## src/pkg/seep_defines.vh

```
// constants for the serial word memory command block
`ifndef SEEP_DEFINES_VH
`define SEEP_DEFINES_VH
// ==========================================
// geometry
`define SEEP_ADDR_W 8
`define SEEP_WORD_W 16
`define SEEP_DEPTH 256
`define SEEP_CNT_W 5
// ==========================================
// opcodes, two bits after the start bit
`define SEEP_OP_EXT 2'h0
`define SEEP_OP_WRITE 2'h1
`define SEEP_OP_READ 2'h2
`define SEEP_OP_ERASE 2'h3
// extended codes in the two top address bits
`define SEEP_EXT_DISABLE 2'h0
`define SEEP_EXT_WRALL 2'h1
`define SEEP_EXT_ERALL 2'h2
`define SEEP_EXT_ENABLE 2'h3
// ==========================================
// erased word and reset values
`define SEEP_ERASED_WORD 16'hffff
`define SEEP_PROG_EN_RST 1'b0
// ==========================================
// timing, clock period 50 ns
`define SEEP_CLK_NS 50
`define SEEP_PROGRAM_TIME_MS 10
`define SEEP_DESELECT_GAP_US 0.2
`define SEEP_PROGRAM_CYCLES ((`SEEP_PROGRAM_TIME_MS * 1000000) / `SEEP_CLK_NS)
`endif

```

## src/core/seep_core.v

```verilog
// command, sequencing and storage logic of the serial word memory
`timescale 1ns/1ns
`include "seep_defines.vh"
module seep_core #(
  parameter PROGRAM_CYCLES = `SEEP_PROGRAM_CYCLES
) (
  input wire i_mclk,
  input wire i_rst_n,
  input wire i_chip_select,
  input wire i_serial_clock_in,
  input wire i_serial_data_in,
  output reg o_serial_data_out,
  output reg o_serial_data_oe,
  output reg o_busy
);

  // ==========================================
  // input synchronisers
  reg [1:0] cs_sync;
  reg [1:0] sk_sync;
  reg [1:0] di_sync;
  reg sk_prev;
  reg cs_prev;
  wire cs = cs_sync[1];
  wire sk_rise = sk_sync[1] & ~sk_prev;
  wire cs_fall = cs_prev & ~cs;

  always @(posedge i_mclk) begin
    if (!i_rst_n) begin
      cs_sync <= 2'h0;
      sk_sync <= 2'h0;
      di_sync <= 2'h0;
      sk_prev <= 1'b0;
      cs_prev <= 1'b0;
    end else begin
      cs_sync <= {cs_sync[0], i_chip_select};
      sk_sync <= {sk_sync[0], i_serial_clock_in};
      di_sync <= {di_sync[0], i_serial_data_in};
      sk_prev <= sk_sync[1];
      cs_prev <= cs_sync[1];
    end
  end

  // ==========================================
  // storage array
  reg [`SEEP_WORD_W-1:0] mem [0:`SEEP_DEPTH-1];

  // ==========================================
  // command state machine
  localparam ST_IDLE = 6'h01;
  localparam ST_OP = 6'h02;
  localparam ST_ADDR = 6'h04;
  localparam ST_DATA = 6'h08;
  localparam ST_READ = 6'h10;
  localparam ST_DONE = 6'h20;

  localparam PK_NONE = 3'h0;
  localparam PK_WRITE = 3'h1;
  localparam PK_ERASE = 3'h2;
  localparam PK_WRALL = 3'h3;
  localparam PK_ERALL = 3'h4;

  reg [5:0] state;
  reg [1:0] opcode;
  reg [`SEEP_ADDR_W-1:0] addr;
  reg [`SEEP_WORD_W-1:0] shreg;
  reg [`SEEP_CNT_W-1:0] cnt;
  reg prog_en;
  reg [2:0] pend;
  reg ready_shown;

  // program engine
  reg prog_busy;
  reg [2:0] prog_kind;
  reg [`SEEP_ADDR_W-1:0] prog_addr;
  reg [`SEEP_WORD_W-1:0] prog_word;
  reg [31:0] prog_timer;
  reg [`SEEP_ADDR_W:0] fill_idx;

  // two-entry buffer between array fetch and the read shifter
  reg [`SEEP_WORD_W-1:0] buf_data [0:1];
  reg buf_wp;
  reg buf_rp;
  reg [1:0] buf_cnt;
  reg [`SEEP_ADDR_W-1:0] fetch_addr;
  reg fetch_on;
  wire buf_in_valid = fetch_on;
  wire buf_in_ready = (buf_cnt != 2'h2);
  wire buf_out_valid = (buf_cnt != 2'h0);
  reg buf_out_ready;

  function [2:0] seep_kind;
    input [1:0] op;
    input [1:0] ext;
    begin
      case (op)
        `SEEP_OP_WRITE: seep_kind = PK_WRITE;
        `SEEP_OP_ERASE: seep_kind = PK_ERASE;
        `SEEP_OP_EXT: begin
          if (ext == `SEEP_EXT_WRALL)
            seep_kind = PK_WRALL;
          else if (ext == `SEEP_EXT_ERALL)
            seep_kind = PK_ERALL;
          else
            seep_kind = PK_NONE;
        end
        default: seep_kind = PK_NONE;
      endcase
    end
  endfunction

  wire [1:0] ext_code = addr[`SEEP_ADDR_W-1:`SEEP_ADDR_W-2];
  wire [`SEEP_ADDR_W-1:0] addr_next = {addr[`SEEP_ADDR_W-2:0], di_sync[1]};
  wire [1:0] ext_next = addr_next[`SEEP_ADDR_W-1:`SEEP_ADDR_W-2];
  wire [2:0] kind_now = seep_kind(opcode, ext_code);

  always @(posedge i_mclk) begin
    if (!i_rst_n) begin
      state <= ST_IDLE;
      opcode <= 2'h0;
      addr <= {`SEEP_ADDR_W{1'b0}};
      shreg <= {`SEEP_WORD_W{1'b0}};
      cnt <= {`SEEP_CNT_W{1'b0}};
      prog_en <= `SEEP_PROG_EN_RST;
      pend <= PK_NONE;
      ready_shown <= 1'b0;
      o_serial_data_out <= 1'b0;
      o_serial_data_oe <= 1'b0;
      fetch_on <= 1'b0;
      fetch_addr <= {`SEEP_ADDR_W{1'b0}};
      buf_out_ready <= 1'b0;
    end else begin
      buf_out_ready <= 1'b0;
      if (!cs || prog_busy) begin
        // standby or programming: inputs ignored
        state <= ST_IDLE;
        cnt <= {`SEEP_CNT_W{1'b0}};
        fetch_on <= 1'b0;
        if (!cs) begin
          o_serial_data_oe <= 1'b0;
          ready_shown <= 1'b0;
        end else begin
          // busy poll drives low
          o_serial_data_oe <= 1'b1;
          o_serial_data_out <= 1'b0;
        end
      end else begin
        if (state == ST_IDLE && ready_shown == 1'b0
            && prog_kind != PK_NONE) begin
          // first cycle selected after a program: ready high,
          // also turns a busy-low poll into ready when programming ends
          o_serial_data_oe <= 1'b1;
          o_serial_data_out <= 1'b1;
          ready_shown <= 1'b1;
        end
        if (sk_rise) begin
          case (state)
            ST_IDLE: begin
              if (di_sync[1]) begin
                state <= ST_OP;
                cnt <= {`SEEP_CNT_W{1'b0}};
                o_serial_data_oe <= 1'b0;
              end
            end
            ST_OP: begin
              opcode <= {opcode[0], di_sync[1]};
              if (cnt == 5'h1) begin
                state <= ST_ADDR;
                cnt <= {`SEEP_CNT_W{1'b0}};
              end else begin
                cnt <= cnt + 5'h1;
              end
            end
            ST_ADDR: begin
              addr <= addr_next;
              cnt <= cnt + 5'h1;
              if (cnt == `SEEP_ADDR_W - 1) begin
                cnt <= {`SEEP_CNT_W{1'b0}};
                if (opcode == `SEEP_OP_READ) begin
                  state <= ST_READ;
                  o_serial_data_oe <= 1'b1;
                  o_serial_data_out <= 1'b0;
                  fetch_on <= 1'b1;
                  fetch_addr <= addr_next;
                  cnt <= 5'h10;
                end else if (opcode == `SEEP_OP_EXT &&
                             ext_next == `SEEP_EXT_ENABLE) begin
                  prog_en <= 1'b1;
                  state <= ST_DONE;
                end else if (opcode == `SEEP_OP_EXT &&
                             ext_next == `SEEP_EXT_DISABLE) begin
                  prog_en <= 1'b0;
                  state <= ST_DONE;
                end else if (opcode == `SEEP_OP_WRITE ||
                             (opcode == `SEEP_OP_EXT &&
                              ext_next == `SEEP_EXT_WRALL)) begin
                  state <= ST_DATA;
                end else begin
                  state <= ST_DONE;
                end
              end
            end
            ST_DATA: begin
              // keeps the last sixteen bits shifted in
              shreg <= {shreg[`SEEP_WORD_W-2:0], di_sync[1]};
              if (cnt != 5'h10)
                cnt <= cnt + 5'h1;
            end
            ST_READ: begin
              if (cnt == 5'h10) begin
                // load next word from the buffer, shift its msb
                if (buf_out_valid) begin
                  o_serial_data_out <= buf_data[buf_rp][`SEEP_WORD_W-1];
                  shreg <= {buf_data[buf_rp][`SEEP_WORD_W-2:0], 1'b0};
                  buf_out_ready <= 1'b1;
                  cnt <= 5'h1;
                end
              end else begin
                o_serial_data_out <= shreg[`SEEP_WORD_W-1];
                shreg <= {shreg[`SEEP_WORD_W-2:0], 1'b0};
                cnt <= cnt + 5'h1;
              end
            end
            default: state <= state;
          endcase
        end
        // fetch ahead into the buffer with wrap
        if (fetch_on && buf_in_ready)
          fetch_addr <= fetch_addr + 8'h1;
      end
      // programming armed by the full command, launched on deselect
      if (cs && !prog_busy && state == ST_DONE)
        pend <= prog_en ? kind_now : PK_NONE;
      else if (cs && !prog_busy && state == ST_DATA && cnt == 5'h10)
        pend <= prog_en ? kind_now : PK_NONE;
      else if (cs_fall || (cs && state != ST_DONE && state != ST_DATA))
        pend <= PK_NONE;
    end
  end

  // ==========================================
  // two-entry buffer
  always @(posedge i_mclk) begin
    if (!i_rst_n) begin
      buf_wp <= 1'b0;
      buf_rp <= 1'b0;
      buf_cnt <= 2'h0;
    end else if (!fetch_on) begin
      buf_wp <= 1'b0;
      buf_rp <= 1'b0;
      buf_cnt <= 2'h0;
    end else begin
      if (buf_in_valid && buf_in_ready) begin
        buf_data[buf_wp] <= mem[fetch_addr];
        buf_wp <= ~buf_wp;
      end
      if (buf_out_ready && buf_out_valid)
        buf_rp <= ~buf_rp;
      buf_cnt <= buf_cnt + {1'b0, buf_in_valid & buf_in_ready}
                 - {1'b0, buf_out_ready & buf_out_valid};
    end
  end

  // ==========================================
  // self-timed programming engine
  always @(posedge i_mclk) begin
    if (!i_rst_n) begin
      prog_busy <= 1'b0;
      prog_kind <= PK_NONE;
      prog_addr <= {`SEEP_ADDR_W{1'b0}};
      prog_word <= {`SEEP_WORD_W{1'b0}};
      prog_timer <= 32'h0;
      fill_idx <= {(`SEEP_ADDR_W+1){1'b0}};
      o_busy <= 1'b0;
    end else if (!prog_busy) begin
      if (cs_fall && pend != PK_NONE) begin
        prog_busy <= 1'b1;
        o_busy <= 1'b1;
        prog_kind <= pend;
        prog_addr <= addr;
        prog_word <= (pend == PK_ERASE || pend == PK_ERALL) ?
                     `SEEP_ERASED_WORD : shreg;
        prog_timer <= 32'h0;
        fill_idx <= {(`SEEP_ADDR_W+1){1'b0}};
      end
    end else begin
      if (prog_kind == PK_WRITE || prog_kind == PK_ERASE) begin
        if (fill_idx == 9'h0)
          mem[prog_addr] <= prog_word;
        fill_idx <= 9'h1;
      end else if (fill_idx != `SEEP_DEPTH) begin
        mem[fill_idx[`SEEP_ADDR_W-1:0]] <= prog_word;
        fill_idx <= fill_idx + 9'h1;
      end
      prog_timer <= prog_timer + 32'h1;
      if (prog_timer == PROGRAM_CYCLES - 1) begin
        prog_busy <= 1'b0;
        o_busy <= 1'b0;
      end
    end
  end

endmodule // seep_core

```

## config.mk

```make
export PLATFORM = sky130hd
export DESIGN_NAME = seep_core
export DESIGN_NICKNAME = d
export VERILOG_FILES = /design/src/core/seep_core.v
export VERILOG_INCLUDE_DIRS = /design/src /design/src/pkg
export SDC_FILE = /design/constraint.sdc
export NUM_CORES = 2
export LEC_CHECK = 0
export BUFFER_PORTS_ARGS = -buffer_cell sky130_fd_sc_hd__buf_2
export CORE_MARGIN = 5
export CORE_UTILIZATION = 42
export DETAILED_ROUTE_END_ITERATION = 12
export SLEW_MARGIN = 10
export SYNTH_ARGS = -nofsm -noshare
export SYNTH_HDL_FRONTEND = slang
export SYNTH_MEMORY_MAX_BITS = 65536
export SYNTH_SLANG_ARGS = --single-unit
```

## constraint.sdc

```tcl
create_clock -name i_mclk -period 6.2 [get_ports i_mclk]
set_input_delay 1.86 -clock i_mclk [delete_from_list [all_inputs] [get_ports i_mclk]]
set_output_delay 1.86 -clock i_mclk [all_outputs]
set_load 0.02 [all_outputs]
```

=== After elaboration in Yosys (flattened, before gate mapping) ===
Memories as Yosys holds them, arrays and structs flattened. A register that Yosys moved wholly into a read port is not among the register bits.
Index checks and enable logic that the tools add are counted.
Widths: inputs -> output; s select.

* Bits in registers: 136
* Memory bits (writable): 4128
* Input port bits: 5
* Output and inout port bits: 3
* Word-level logic and storage cells: 229
* Memories kept: 2

{| class="wikitable"
|+ Memory list
! memory !! depth !! bits a word !! rd ports !! clocked after Yosys merged registers in !! wr ports !! RTL line !! RTL
|-
| mem || 256 || 16 || 1 || 1 || 1 || seep_core.v:46 || <nowiki>reg [`SEEP_WORD_W-1:0] mem [0:`SEEP_DEPTH-1];</nowiki>
|-
| buf_data || 2 || 16 || 1 || 1 || 1 || seep_core.v:81 || <nowiki>reg [`SEEP_WORD_W-1:0] buf_data [0:1];</nowiki>
|}

* Add/subtract/negate cells: 6
* Equal/unequal tests: 35
* Mux-type cells: 88
* Bitwise logic cells: 16
* Reduce and logical (&&, ||, !) cells: 54

{| class="wikitable"
|+ Operators with widths
! cell !! count
|-
| $mux 16 || 4
|-
| $mux 32 || 2
|-
| $mux 8 || 8
|-
| $mux 1 || 44
|-
| $mux 6 || 7
|-
| $mux 9 || 4
|-
| $mux 5 || 7
|-
| $add 32x1->32 const B || 1
|-
| $eq 32x18->1 const B || 1
|-
| $pmux 16 s2 || 1
|-
| $pmux 5 s5 || 1
|-
| $mux 3 || 6
|-
| $pmux 6 s3 || 1
|-
| $reduce_bool 2->1 || 9
|-
| $reduce_or 16->1 || 1
|-
| $reduce_and 5->1 || 3
|-
| $logic_and 1x1->1 || 14
|-
| $ne 2x2->1 const B || 7
|-
| $not 1->1 || 12
|-
| $reduce_bool 3->1 || 4
|-
| $reduce_and 2->1 || 5
|-
| $add 9x1->9 const B || 1
|-
| $logic_not 9->1 || 1
|-
| $ne 9x9->1 const B || 1
|-
| other kinds (36) || 54
|}

=== Longest topological paths before layout ===
* Depth after elaboration: 9
* Gate-level depth with buffers: 12
* Depth with buffers taken out: 9

=== Least setup slack after synthesis ===
No wires, ideal clock.

* Kind: input-to-reg
* From: in i_rst_n
* To: mem mem[154][0] (netlist bit) (enable)
* Setup time: 388 ps
* Arrival: 4221 ps
* Required time: 5812 ps
* Path slack: 1591 ps
* Stages on the path: 8
* Buffers on the path: 2
* Cell sequence: inv_2 a211o_1 or2_1 buf_2 o31ai_2 nand3_1 clkbuf_1 nor2_1

* Cells in the longest elaborated chain, start to end: 4
* Elaborated cells between the ends (all ways): 7
* Those cells by class: mux: 6; reduce/logical: 1

{| class="wikitable"
|+ RTL lines
! what !! RTL line !! RTL
|-
| start: declaration || seep_core.v:8 || <nowiki>input wire i_rst_n,</nowiki>
|-
| $mux 1 || seep_core.v:267 || <nowiki>if (!i_rst_n) begin</nowiki>
|-
| $mux 1 || seep_core.v:292 || <nowiki>mem[fill_idx[`SEEP_ADDR_W-1:0]] <= prog_word;</nowiki>
|-
| $reduce_or 16->1 (no line) || -- ||
|-
| $mux 8 (no line) / $mux 1 (equally long branches) || -- ||
|-
| end: declaration || seep_core.v:46 ||
|}

Several ways; a longest one is shown, not always the timed one.

==> results by group <==
Status
  • Run status: complete, no violations

Synthesis
  • Leading post-synthesis cells by instance count: sky130_fd_sc_hd__edfxtp_1 (4128), sky130_fd_sc_hd__mux4_2 (856), sky130_fd_sc_hd__mux2i_1 (563)
  • Summed instance area of the synthesized netlist: 0.166 mm2
  • Dominant combinational cell family by area after synthesis: multiplexers
  • Dominant cells by area after synthesis: sky130_fd_sc_hd__edfxtp_1 (75%), sky130_fd_sc_hd__mux4_2 (12%), sky130_fd_sc_hd__mux2i_1 (3.4%)
  • Mux cell area share after synthesis: 15.0%
  • Cell accounting for the most synthesized area: sky130_fd_sc_hd__edfxtp_1
  • Gate Count Post-Synth: 8224
  • Adder and majority cell fraction of the synthesized area: 0.0678%
  • Synthesis Warnings: 0
  • Number of synthesized flops with an enable pin: 4128
  • Predominant post-synthesis flop cell: sky130_fd_sc_hd__edfxtp_1
  • XOR/XNOR Fraction of Synth Area: 0.0369%
  • Cell with the most instances after synthesis: sky130_fd_sc_hd__edfxtp_1
  • Synth Register Bits: 4273
  • Fraction of registers with async set or reset after synthesis: 0%
  • Share of Yosys cell area claimed by the top area cell type: 74.6%
  • Synth cell types: 78
  • Synthesized-area fraction occupied by ao, oa, aoi and oai cells: 3.60%
  • Mean Syn Cell Area: 20.2 um2
  • Basic-gate share of the synthesized area counting and, or, nand and nor cells: 3.20%
  • Portion of the post-synthesis area used by sequential elements: 76.3%
  • Nets in the synthesized netlist: 8238

Die
  • Top-level I/O count: 8
  • Die width: 639 um
  • Std cell rows: 231
  • Die area: 0.408 mm2
  • Initial standard-cell utilization of the core: 42.1%
  • Die height: 639 um
  • Core box area: 0.395 mm2

Place
  • Post-Place Worst Slack: 0.491 ns
  • Routability Congestion: 0.936
  • Number of port buffers: 7
  • DP HPWL: 284000 um
  • Total placed instance area: 0.175 mm2

Drt
  • Remaining number of nets flagged by the antenna check after routing: 0
  • Post-Route WL: 462000 um
  • Remaining routing DRC violations: 0
  • Detailed Routing Iterations Pass 1: 7
  • Number of vias per cell: 6.00
  • Final routed wire length divided by cell count: 32.3 um
  • Total vias in the final route: 85.6k
  • Detailed router's first-iteration violation count: 12.2k

Timing
  • Final number of hold-violating endpoints: 0
  • Final setup fails: 0
  • Tightest slew margin relative to the limit: 6.70%
  • Final setup TNS: 0 ns
  • Clk_skew: 0.0521 ns
  • Unrepaired setup endpoints after global routing: false
  • Worst-Margin Slew: 1.40 ns
  • Setup slack after layout: 1.24 ns
  • Achievable Freq: 0.202 GHz
  • Min Hold Slack: 0.453 ns
  • Fin crit period: 4.96 ns
  • Fin. max-slew vios: 0
  • Final clock period utilization by the worst path: 80.0%

Power and ir drop
  • Total power divided by cell area: 302 mW/mm2
  • Internal power: 0.0461 W
  • Net switching share of the total power: 19.0%
  • Worst IR Drop VDD: 0.255 mV
  • LEAKAGE: 66.5 nW
  • Total power consumption of the routed design: 0.0569 W
  • Portion of total power attributed to combinational logic: 0%
  • Clock network power share: 45.2%
  • Net switching power of the design: 0.0108 W
  • Power share of the sequential group: 54.7%

Clock tree
  • CTS tree: done
  • Clock Latency Late Sink: 0.97 ns
  • CTS sink count: 4273
  • Clock slew seen by the registers of the worst setup and hold paths: 0.06 ns
  • CTS Hold Bufs: 0
  • Buffer depth of the longest clock path: 4
  • Post-cts gate resize count: 0
  • Number of H-tree branching levels: 5
  • Clock buffer count from CTS: 425
  • Number of buffers inserted to repair setup after CTS: 0
  • Root buffer cell: sky130_fd_sc_hd__clkbuf_16

Global routing
  • Global router's overall resource usage: 22.2%
  • Vias in the first global route: 84.2k
  • Total gr overflow: 0
  • Number of antenna violations at the first check in global routing: 26
  • Pin count of the biggest net entering global routing: 186
  • Wire length of the first global-routing pass: 649000 um

Setup path
  • Required time reported for the critical path endpoint: 7.01 ns
  • Worst setup EP type: register
  • Endpoint of the worst register-to-register path: buf_data[0][12]
  • Worst r2r path cells: 10
  • Critical path arrival: 5.76 ns
  • Max FO, Critical Path: 55
  • Kind of start point of the critical path: register
  • Startpoint-to-endpoint class of the critical path: reg2reg
  • Register-to-Register Setup Slack: 1.24 ns

Hold path
  • Worst hold path stage count: 1
  • Worst Hold Path EP: di_sync[1]
  • Classification of the worst-slack hold path: reg2reg
  • Origin of the worst min-delay path: di_sync[0]

Finish
  • Footprint of the multi-input gates: 0.0368 mm2
  • Filler cell count in the final layout: 32.0k
  • Area taken by flip-flops and latches: 0.127 mm2
  • Net count reported at finish: 8676
  • Area of all placed cells without fillers: 0.189 mm2
  • Area growth from synthesis to layout: 13.5%
  • Fraction of final layout cells sized beyond drive strength 1: 23.6%

Run
  • Number of maximum-capacitance constraint violations: 0
[metrics by stage]
| stage | instances | util [%] |
|---|---|---|
| 2_1_floorplan | 8224 | - |
| 3_3_place_gp | 13500 | 44.2 |
| 3_5_place_dp | 13500 | 44.2 |
| 4_1_cts | 14300 | 47.7 |
| 5_1_grt | 14300 | 47.7 |
| 6_report | 14300 | 47.7 |
[registers in the layout, indices dropped and copies added (netlist names), 2 cells and up, named ones only]
signal      cells
fetch_addr      8
mem          4096
shreg          16
cs_sync         2
pend            3
buf_cnt         2
di_sync         2
addr            8
prog_word      16
cnt             5
prog_addr       8
sk_sync         2
fill_idx        9
prog_timer     32
opcode          2
buf_data       32
prog_kind       3
state           6
[power by group through the flow]
stage,logic [W],registers [W],clock network [W]
2_1_floorplan,0.0000158,0.0318,0
3_3_place_gp,0.0000253,0.0318,0
3_5_place_dp,0.0000258,0.0318,0
4_1_cts,0.0000260,0.0311,0.0261
5_1_grt,0.0000288,0.0311,0.0274
6_report,0.0000259,0.0311,0.0257
[metal layers]
metal / share of wire (%) / up-vias / global-route usage [%]
met5: 0.0071 / - / 0
met4: 4.5 / 4 / 8.48
met3: 9.2 / 775 / 4.05
li1: - / 35100 / -
met2: 47 / 4448 / 34.9
met1: 39 / 45200 / 31.0
[layout by cell type (no fill, tap or decap), types with 61 or more instances in the layout]
| cell | instances |
|---|---|
| sky130_fd_sc_hd__o21ai_0 | 96 |
| sky130_fd_sc_hd__mux2i_1 | 563 |
| sky130_fd_sc_hd__dfxtp_1 | 124 |
| sky130_fd_sc_hd__clkbuf_16 | 433 |
| sky130_fd_sc_hd__nor3_1 | 129 |
| sky130_fd_sc_hd__o221ai_1 | 197 |
| sky130_fd_sc_hd__a21oi_1 | 218 |
| sky130_fd_sc_hd__clkinv_1 | 90 |
| sky130_fd_sc_hd__mux4_2 | 856 |
| sky130_fd_sc_hd__nor2_1 | 345 |
| sky130_fd_sc_hd__nand3_1 | 83 |
| sky130_fd_sc_hd__nand2_1 | 245 |
| sky130_fd_sc_hd__edfxtp_1 | 4128 |
| sky130_fd_sc_hd__clkinv_2 | 68 |
| sky130_fd_sc_hd__nor2_2 | 61 |
| sky130_fd_sc_hd__buf_4 | 444 |
| sky130_fd_sc_hd__o22ai_1 | 128 |
| sky130_fd_sc_hd__clkbuf_1 | 94 |
[worst max-delay path by stage]
stage / cells past startpoint / slack, ns / to / startpoint
finish: 10 / 1.24 / buf_data[0][12] / register
global route: 10 / 1.30 / buf_data[1][12] / register
CTS: 8 / 1.38 / buf_data[0][9] / register
detailed placement: 9 / 0.49 / mem[148][10] / i_rst_n
global placement: 9 / 0.49 / mem[126][1] / i_rst_n
floorplan: 8 / 1.59 / mem[154][0] / i_rst_n
[logic make-up after synthesis]
| logic type | after synthesis |
|---|---|
| DFF | 4273 |
| muxes | 1426 |
| and+or+nand+nor | 1135 |
| AOI/OAI and AO/OA | 864 |
| buffers and inverters | 510 |
| adders and majority gates | 9 |
| xor gates and xnor gates | 7 |
[area by class of cell]
type,count,area share (%)
Multi-Input combinational cell,3441,19.5
Sequential cell,4273,67.3
Tap cell,5242,3.48
Timing Repair Buffer,500,2.30
Clock buffer,528,5.94
Inverter,21,0.0484
Antenna cell,7,0.00929
Clock inverter,258,1.42
[critical path, stage by stage (launching register included)]
cell and delay [ns]:
sky130_fd_sc_hd__dfxtp_4 0.79, sky130_fd_sc_hd__nand2b_4 0.74, sky130_fd_sc_hd__buf_12 0.45, sky130_fd_sc_hd__buf_4 0.22, sky130_fd_sc_hd__o22ai_1 0.37, sky130_fd_sc_hd__nand2b_1 0.17, sky130_fd_sc_hd__a21oi_1 0.14, sky130_fd_sc_hd__nor4_1 0.71
sky130_fd_sc_hd__nand3_1 0.57, sky130_fd_sc_hd__nor3_1 0.31, sky130_fd_sc_hd__buf_4 0.21
Note: power is estimated with default switching activity, not from simulation.
